File: src/common/cifr_pkg.sv
// Purpose: Shared constants and types for the CPU interrupt flag registers
// Assumes: 8-bit register port, byte offsets as printed
// Notes: Source order in cifr_src_t is used for request and vector lines
package cifr_pkg;
    localparam logic [7:0] CIFR_OFS_FIRST = 8'h88;
    localparam logic [7:0] CIFR_OFS_CRYPTO = 8'h98;
    localparam logic [7:0] CIFR_OFS_RADIO = 8'h9b;
    localparam logic [7:0] CIFR_OFS_ENABLE = 8'ha0;
    localparam logic [7:0] CIFR_OFS_ISTAT = 8'ha1;
    localparam logic [7:0] CIFR_OFS_IMASK = 8'ha2;
    localparam logic [7:0] CIFR_RST_FIRST = 8'h05;
    localparam logic [7:0] CIFR_RST_CRYPTO = 8'h00;
    localparam logic [7:0] CIFR_RST_RADIO = 8'h00;
    localparam logic [7:0] CIFR_RST_ENABLE = 8'h00;
    localparam logic [7:0] CIFR_RST_ISTAT = 8'h00;
    localparam logic [7:0] CIFR_RST_IMASK = 8'h00;
    localparam int CIFR_BIT_SERIAL_B = 7;
    localparam int CIFR_BIT_CONVERTER = 5;
    localparam int CIFR_BIT_SERIAL_A = 3;
    localparam int CIFR_BIT_RES_HI = 2;
    localparam int CIFR_BIT_RADIO_TXRX = 1;
    localparam int CIFR_BIT_RES_LO = 0;
    localparam int CIFR_BIT_PAIR_HI = 1;
    localparam int CIFR_BIT_PAIR_LO = 0;
    localparam int CIFR_NSRC = 6;
    // Source index: 0 serial_b, 1 converter, 2 serial_a, 3 radio_txrx,
    // 4 crypto pair, 5 radio general pair
    localparam int CIFR_SRC_SERIAL_B = 0;
    localparam int CIFR_SRC_CONVERTER = 1;
    localparam int CIFR_SRC_SERIAL_A = 2;
    localparam int CIFR_SRC_RADIO_TXRX = 3;
    localparam int CIFR_SRC_CRYPTO = 4;
    localparam int CIFR_SRC_RADIO_GEN = 5;
    typedef logic [CIFR_NSRC-1:0] cifr_src_t;
    typedef struct packed {
        logic [7:0] addr;
        logic [7:0] wdata;
        logic wr;
        logic rd;
    } cifr_bus_req_t;
endpackage

File: src/rtl/cifr_flags.sv
// Purpose: CPU interrupt flag registers with vector-driven clearing
// Assumes: Event and vector pulses come from sys_clk logic, one cycle long
// Notes: Enable, status and mask registers sit beside the three flag regs
// How it works
// - Bit 7 of first register sets on serial B/audio rx, clears on vector.
// - Bit 5 of first register sets on converter event, clears on vector.
// - Bit 3 of first register sets on serial A rx, clears on vector.
// - Bit 1 of first register sets on radio txrx done, clears on vector.
// - First register bits 2 and 0 reset to one; software writes ones.
// - Flags read one while pending; non-reserved flags reset to zero.
// - Crypto request sets both crypto pair bits together.
// - Radio general request sets both radio pair bits together.
// - Software setting either bit of a pair raises a request.
// - Unused flag register bits reset to zero and stay readable and writable.
// - Flags set on their source regardless of enable.
// - Enabled pending flag raises vector request on next cycle.
// - Module flag clear re-asserts CPU flag if module still pending.
//
// The plain strobed port was left to the implementer.
`timescale 1ns/1ps
module cifr_flags
    import cifr_pkg::*;
(
    // Clock and reset
    input wire logic sys_clk,
    input wire logic rst,
    // Register port
    input wire cifr_pkg::cifr_bus_req_t bus_req,
    output logic [7:0] bus_rdata,
    // Peripheral event pulses
    input wire cifr_pkg::cifr_src_t src_event,
    // Module flag cleared while module still has enabled pending flags
    input wire cifr_pkg::cifr_src_t module_clear_pending,
    // CPU vectoring: one-hot acknowledge of the source being vectored
    input wire cifr_pkg::cifr_src_t vector_ack,
    output cifr_pkg::cifr_src_t irq_request,
    output logic irq
);
    import cifr_pkg::*;

    logic [7:0] flags_first;
    logic [7:0] flags_crypto;
    logic [7:0] flags_radio;
    logic [7:0] enable;
    logic [7:0] istat;
    logic [7:0] imask;
    cifr_src_t set_src;
    cifr_src_t pending;
    logic wr_first;
    logic wr_crypto;
    logic wr_radio;

    // Re-assertion after a module flag clear looks like a fresh event
    assign set_src = src_event | module_clear_pending;

    assign wr_first = bus_req.wr && bus_req.addr == CIFR_OFS_FIRST;
    assign wr_crypto = bus_req.wr && bus_req.addr == CIFR_OFS_CRYPTO;
    assign wr_radio = bus_req.wr && bus_req.addr == CIFR_OFS_RADIO;

    // Set wins over a same-cycle write or vector clear
    always_ff @(posedge sys_clk)
    begin
        if (rst)
        begin
            flags_first <= CIFR_RST_FIRST;
        end
        else
        begin
            if (wr_first)
            begin
                flags_first <= bus_req.wdata;
            end
            else
            begin
                if (vector_ack[CIFR_SRC_SERIAL_B])
                    flags_first[CIFR_BIT_SERIAL_B] <= 1'b0;
                if (vector_ack[CIFR_SRC_CONVERTER])
                    flags_first[CIFR_BIT_CONVERTER] <= 1'b0;
                if (vector_ack[CIFR_SRC_SERIAL_A])
                    flags_first[CIFR_BIT_SERIAL_A] <= 1'b0;
                if (vector_ack[CIFR_SRC_RADIO_TXRX])
                    flags_first[CIFR_BIT_RADIO_TXRX] <= 1'b0;
            end
            if (set_src[CIFR_SRC_SERIAL_B])
                flags_first[CIFR_BIT_SERIAL_B] <= 1'b1;
            if (set_src[CIFR_SRC_CONVERTER])
                flags_first[CIFR_BIT_CONVERTER] <= 1'b1;
            if (set_src[CIFR_SRC_SERIAL_A])
                flags_first[CIFR_BIT_SERIAL_A] <= 1'b1;
            if (set_src[CIFR_SRC_RADIO_TXRX])
                flags_first[CIFR_BIT_RADIO_TXRX] <= 1'b1;
        end
    end

    // Pairs are not cleared on vector; software clears them
    always_ff @(posedge sys_clk)
    begin
        if (rst)
        begin
            flags_crypto <= CIFR_RST_CRYPTO;
        end
        else
        begin
            if (wr_crypto)
                flags_crypto <= bus_req.wdata;
            if (set_src[CIFR_SRC_CRYPTO])
            begin
                flags_crypto[CIFR_BIT_PAIR_HI] <= 1'b1;
                flags_crypto[CIFR_BIT_PAIR_LO] <= 1'b1;
            end
        end
    end

    always_ff @(posedge sys_clk)
    begin
        if (rst)
        begin
            flags_radio <= CIFR_RST_RADIO;
        end
        else
        begin
            if (wr_radio)
                flags_radio <= bus_req.wdata;
            if (set_src[CIFR_SRC_RADIO_GEN])
            begin
                flags_radio[CIFR_BIT_PAIR_HI] <= 1'b1;
                flags_radio[CIFR_BIT_PAIR_LO] <= 1'b1;
            end
        end
    end

    always_ff @(posedge sys_clk)
    begin
        if (rst)
            enable <= CIFR_RST_ENABLE;
        else if (bus_req.wr && bus_req.addr == CIFR_OFS_ENABLE)
            enable <= bus_req.wdata;
    end

    always_comb
    begin
        pending[CIFR_SRC_SERIAL_B] = flags_first[CIFR_BIT_SERIAL_B];
        pending[CIFR_SRC_CONVERTER] = flags_first[CIFR_BIT_CONVERTER];
        pending[CIFR_SRC_SERIAL_A] = flags_first[CIFR_BIT_SERIAL_A];
        pending[CIFR_SRC_RADIO_TXRX] = flags_first[CIFR_BIT_RADIO_TXRX];
        pending[CIFR_SRC_CRYPTO] = flags_crypto[CIFR_BIT_PAIR_HI]
            | flags_crypto[CIFR_BIT_PAIR_LO];
        pending[CIFR_SRC_RADIO_GEN] = flags_radio[CIFR_BIT_PAIR_HI]
            | flags_radio[CIFR_BIT_PAIR_LO];
    end

    // Registered request: one cycle after the flag is seen
    always_ff @(posedge sys_clk)
    begin
        if (rst)
            irq_request <= '0;
        else
            irq_request <= pending & enable[CIFR_NSRC-1:0];
    end

    // Sticky status of source events, write one to clear, set wins
    always_ff @(posedge sys_clk)
    begin
        if (rst)
        begin
            istat <= CIFR_RST_ISTAT;
        end
        else
        begin
            for (int i = 0; i < CIFR_NSRC; i++)
            begin
                if (set_src[i])
                    istat[i] <= 1'b1;
                else if (bus_req.wr && bus_req.addr == CIFR_OFS_ISTAT
                         && bus_req.wdata[i])
                    istat[i] <= 1'b0;
            end
        end
    end

    always_ff @(posedge sys_clk)
    begin
        if (rst)
            imask <= CIFR_RST_IMASK;
        else if (bus_req.wr && bus_req.addr == CIFR_OFS_IMASK)
            imask <= bus_req.wdata & 8'h3f;
    end

    always_ff @(posedge sys_clk)
    begin
        if (rst)
            irq <= 1'b0;
        else
            irq <= |(istat & imask);
    end

    // Read data one cycle after the strobe; unmapped reads give zero
    always_ff @(posedge sys_clk)
    begin
        if (rst)
        begin
            bus_rdata <= 8'h00;
        end
        else if (bus_req.rd)
        begin
            case (bus_req.addr)
                CIFR_OFS_FIRST: bus_rdata <= flags_first;
                CIFR_OFS_CRYPTO: bus_rdata <= flags_crypto;
                CIFR_OFS_RADIO: bus_rdata <= flags_radio;
                CIFR_OFS_ENABLE: bus_rdata <= enable;
                CIFR_OFS_ISTAT: bus_rdata <= istat;
                CIFR_OFS_IMASK: bus_rdata <= imask;
                default: bus_rdata <= 8'h00;
            endcase
        end
        else
        begin
            bus_rdata <= 8'h00;
        end
    end
endmodule

File: config.mk
export PLATFORM = sky130hd
export DESIGN_NAME = cifr_flags
export DESIGN_NICKNAME = d
export VERILOG_FILES = /design/src/common/cifr_pkg.sv /design/src/rtl/cifr_flags.sv
export SDC_FILE = /design/constraint.sdc
export NUM_CORES = 1
export LEC_CHECK = 0
export BUFFER_PORTS_ARGS = -buffer_cell sky130_fd_sc_hd__buf_4
export CELL_PAD_IN_SITES_DETAIL_PLACEMENT = 0
export CELL_PAD_IN_SITES_GLOBAL_PLACEMENT = 2
export CORE_MARGIN = 2
export CORE_UTILIZATION = 33
export DETAILED_ROUTE_END_ITERATION = 10
export PLACE_DENSITY_LB_ADDON = 0.1
export SETUP_SLACK_MARGIN = 0.5
export SLEW_MARGIN = 20
export SYNTH_ARGS = -nofsm -noshare
export SYNTH_HDL_FRONTEND = slang
export SYNTH_SLANG_ARGS = --single-unit
export TNS_END_PERCENT = 10
File: constraint.sdc
create_clock -name sys_clk -period 1.9 [get_ports sys_clk]
set_input_delay 0.38 -clock sys_clk [delete_from_list [all_inputs] [get_ports sys_clk]]
set_output_delay 0.38 -clock sys_clk [all_outputs]
set_load 0.01 [all_outputs]
---- After elaboration in Yosys (flattened, before gate mapping) ----
Index checks and enable logic that the tools add are counted.
cells by class
  eq/ne operators ......................... 6
  mux-type cells .......................... 29
  bitwise gates (word level) .............. 6
  reduce and logical (&&, ||, !) cells .... 26
operators by type and width
  operator                                     number
  8-bit equality test (second input constant)  6
  8-bit one-hot mux with 6 select lines        1
  1-bit two-way mux                            24
  2-bit nonzero test                           8
  6-bit AND                                    2
  1-bit logical AND                            12
  3-bit nonzero test                           4
  2-bit two-way mux                            4
  8-bit OR reduction                           1
  6-bit bitwise OR                             1
  1-bit bitwise OR                             2
  2-bit OR reduction                           1
  1-bit inverter                               1
word-level totals
  register bits after elaboration ......... 59
  input port bits ......................... 38
  output and inout port bits .............. 15
  word-level logic and storage cells ...... 87

---- Depth between registers and ports, before layout ----
  depth in word-level cells ............... 5
  gate-level depth with buffers ........... 6
  mapped depth without buffers ............ 4

---- Least setup slack after synthesis ----
No wires, ideal clock.
  path kind ............................... input-to-reg
  from .................................... in bus_req[12] (netlist bit)
  to ...................................... reg flags_first[0]
  setup time .............................. 0.120 ns
  arrival ................................. 1.581 ns
  required time ........................... 1.780 ns
  setup slack ............................. 0.200 ns
  stages .................................. 5
  cells stage by stage .................... or3b_4 nor4b_4 buf_6 nor2b_1 a211o_1
on the way
  cells in the longest elaborated chain, start to end .. 2
RTL lines
  what                    line              RTL
  start: declaration      cifr_flags.sv:28  input wire cifr_pkg::cifr_bus_req_t bus_req,
  8-bit equality test     cifr_flags.sv:56  assign wr_first = bus_req.wr && bus_req.addr == CIFR_OFS_FIRST;
  1-bit logical AND       cifr_flags.sv:56
  end signal: assignment  cifr_flags.sv:71  flags_first <= bus_req.wdata;
  end: declaration        cifr_flags.sv:41  logic [7:0] flags_first;
Every way passes these cells.
A chain may end at the register's enable or synchronous reset.

---- Worst setup path after layout ----
  from .................................... in bus_req[16] (netlist bit)
  to ...................................... reg flags_first[1]
on the way
  cells in the longest elaborated chain, start to end .. 4
  elaborated cells between the ends (all ways) .. 5
RTL lines
  what                     line              RTL
  8-bit equality test (*)  cifr_flags.sv:56
  1-bit logical AND (*)    cifr_flags.sv:56
  1-bit two-way mux        cifr_flags.sv:69  if (wr_first)
  1-bit two-way mux        cifr_flags.sv:90  if (set_src[CIFR_SRC_RADIO_TXRX])
Every way passes the cells marked *; elsewhere a longest branch is shown, timed or not.

==> flow_summary_export.csv <==
group,metric,value,unit
cells_and_area,fin_cells,437,
critical_path,cp-startpoint,"bus_req[16]",
floorplan,start_util,33.5,%
place,dpl.cell_count,415,
yosys,synth_area,2550,µm²
detailed_routing,routed_wirelength,7540,µm
critical_path,worstPathRequired,2110,ps
min_path,min_from,"src_event[0]",
yosys,syn_nets,301,
timing,drv_slew,0,
yosys,async_reset_ff_share,0,%
timing,rsz0062_at_grt,"yes",
yosys,synth.yosys.seq_area_share,46.3,%
grt,grt_antenna_before_repair,0,
floorplan,die-width,91.9,µm
clocking,clock_sinks,59,
yosys,ys_seq_elements,59,
yosys,synth-main-ff-cell,"dfxtp_1",
floorplan,core,7610,µm²
place,place_hpwl,5010,µm
clocking,hold_buffers,0,
floorplan,fp.dieArea,8450,µm²
status,outcome,"finished, final reports clean",
timing,finalCritPeriodShare,79.8,%
place,dp_slack,51.1,ps
critical_path,cp-start-kind,"primary input",
detailed_routing,avgRoutedWirePerCell,17.2,µm
clocking,clk_pin_slew,70,ps
cells_and_area,fillers,773,
floorplan,rows,32,
detailed_routing,met3_length,216,µm
detailed_routing,routed-via-count,2206,
detailed_routing,dr_wl_met2,3370,µm
detailed_routing,met1_length,3770,µm
grt,track_usage,18.9,%
min_path,hold_depth,3,
run,maxCapViolCount,0,
yosys,avgSynthCellArea,9.70,µm²
clocking,clk_latency,340,ps
yosys,yosys.area.top_type_share,46.3,%
clocking,numCtsBuffers,9,
min_path,hold_class,"in2reg",
detailed_routing,drcViolationCount,0,
timing,max_slew_margin,61.0,%
critical_path,end_kind,"flop",
detailed_routing,vias_per_cell,5.05,
place,io_buffer_count,50,
grt,grt_first_pass_wirelength,11900,µm
yosys,synth_edf_count,0,
power,p_leak,1.53,nW
yosys,synthCells,263,
yosys,yosysUniqueCellTypes,29,
yosys,synthTopCellsByArea,"dfxtp_1 (46%), mux2i_1 (15%), nor2_1 (6.8%), mux2_2 (3.5%), a21oi_1 (3.3%)",
critical_path,path_class,"in2reg",
clocking,htree_levels,3,
cells_and_area,antenna_cells,0,
clocking,cts-root-buf,"clkbuf_8",
grt,grt_max_degree,38,
cells_and_area,fin_nets,368,
timing,fin_tns_setup,0,ps
grt,grt_pass1_vias,2170,
timing,worst_slack,384,ps
detailed_routing,drt_iter0_drc,106,
power,powerDensity,794,nW/µm²
critical_path,r2r_cells,4,
floorplan,die_h,91.9,µm
power,irDropWorstVdd,363,µV
cells_and_area,syn2layout_area_growth,34.1,%
timing,fin_skew,6.29,ps
critical_path,worstReg2RegStart,"flags_first[7]",
timing,worst_pin_slew,579,ps
timing,fin_crit,1520,ps
timing,hold_viol_final,0,
cells_and_area,drive_gt1_share,31.3,%
floorplan,io_pins,53,
yosys,yosysWarnings,0,
critical_path,path_max_fanout,5,
clocking,clock_path_buffers,2,
timing,fmax,0.660,GHz
detailed_routing,drt_pass1_iterations,4,
critical_path,cp_data_arrival_time,1720,ps
place,gp_congestion,0.742,
detailed_routing,antenna_left,0,
clocking,tritoncts,"built",
timing,setup_viol,0,
grt,gr-total-overflow,0,
yosys,synth_area_leader_cell,"dfxtp_1",
detailed_routing,dr.max_layer_used,"met4",
[area by class of cell]
class                           count  area, µm²  share of cell area [%]
Multi-Input combinational cell    190       1310                    38.4
Clock inverter                      4       47.5                    1.39
Sequential cell                    59       1180                    34.6
Tap cell                          102        128                    3.73
Timing Repair Buffer               70        586                    17.1
Clock buffer                       12        165                    4.83
[state kept, by name (all words and copies together) (netlist names)]
register      flops
flags_radio       8
flags_crypto      8
irq               1
bus_rdata         8
imask             6
enable            8
flags_first       8
istat             6
irq_request       6
[cells in the mapped netlist (4+ instances only)]
cell type / instances
a21oi_1: 17
dfxtp_1: 59
mux2_2: 8
o21ai_0: 7
a31oi_1: 5
mux2i_1: 38
clkbuf_1: 8
nand4b_1: 6
nor2b_1: 4
nand2_1: 15
o2bb2ai_1: 6
or3b_2: 6
nor2_1: 46
a32oi_1: 8
buf_2: 5
[path summary, 6_finish.rpt]
check                                      end  slack [ps]
worst max-delay path            flags_first[1]         380
worst min-delay path                  istat[0]         310
worst max register to register    bus_rdata[7]         790
worst min register to register  irq_request[3]         460
[layout by cell type (no fill, tap or decap), types with 2 or more instances in the layout]
cell        n
nor2b_1     4
a31oi_1     5
buf_12      2
o21ai_0     7
clkbuf_8   12
mux2i_1    38
dfxtp_1    59
buf_6       4
buf_4      63
mux2_2      8
or3b_2      6
nor3b_1     3
nand4b_1    6
a211o_1     2
nand3_1     2
nor2_1     46
a32oi_1     8
clkinv_2    2
o2bb2ai_1   6
nand2_1    15
a21oi_1    17
a22o_1      2
nand4_1     3
a22oi_1     3
[critical path: stages]
cell and delay [ps]:
buf_6 90, or3b_4 410, nor4b_4 290, buf_4 160, buf_12 120, buf_12 100, or3b_2 100, a31oi_1 70
[routing by layer]
metal	vias up	GRT usage (%)
met5	-	0
met4	0	9.58
met3	12	2.96
met2	42	27.6
met1	1055	26.9
li1	1097	-
[power by group]
part	internal (mW)	switching, mW	total [mW]	leakage, nW
Combinational	0.111	0.117	0.228	0.942
Sequential	1.26	0.0178	1.28	0.480
Clock	0.708	0.503	1.21	0.108
[kinds of logic (layout without fill, tap and decap cells)]
kind of cell,after synthesis,count (layout),synth area share [%]
simple gates,93,93,19.4
flops,59,59,46.3
compound gates,51,51,13.2
mux,46,46,18.4
buf+inv,14,86,2.60
[per-stage QoR]
step | cell area, µm² | hold slack, ps | total power [mW] | util [%]
4_1_cts | 3400 | 292 | 2.75 | 44.6
5_1_grt | 3420 | 310 | 2.83 | 44.9
6_report | 3420 | 309 | 2.72 | 44.9
3_3_place_gp | 3100 | 458 | 1.53 | 40.8
2_1_floorplan | 2550 | 416 | 1.41 | -
3_5_place_dp | 3100 | 455 | 1.53 | 40.8
[timing repair]
action                     in CTS  in global routing
setup buffers                   4                  1
setup endpoints to repair       8                 16
pin swaps                       4                  3
gates cloned                    1                  0
resized for setup               6                  1
Power figures use the tool's default switching activity.
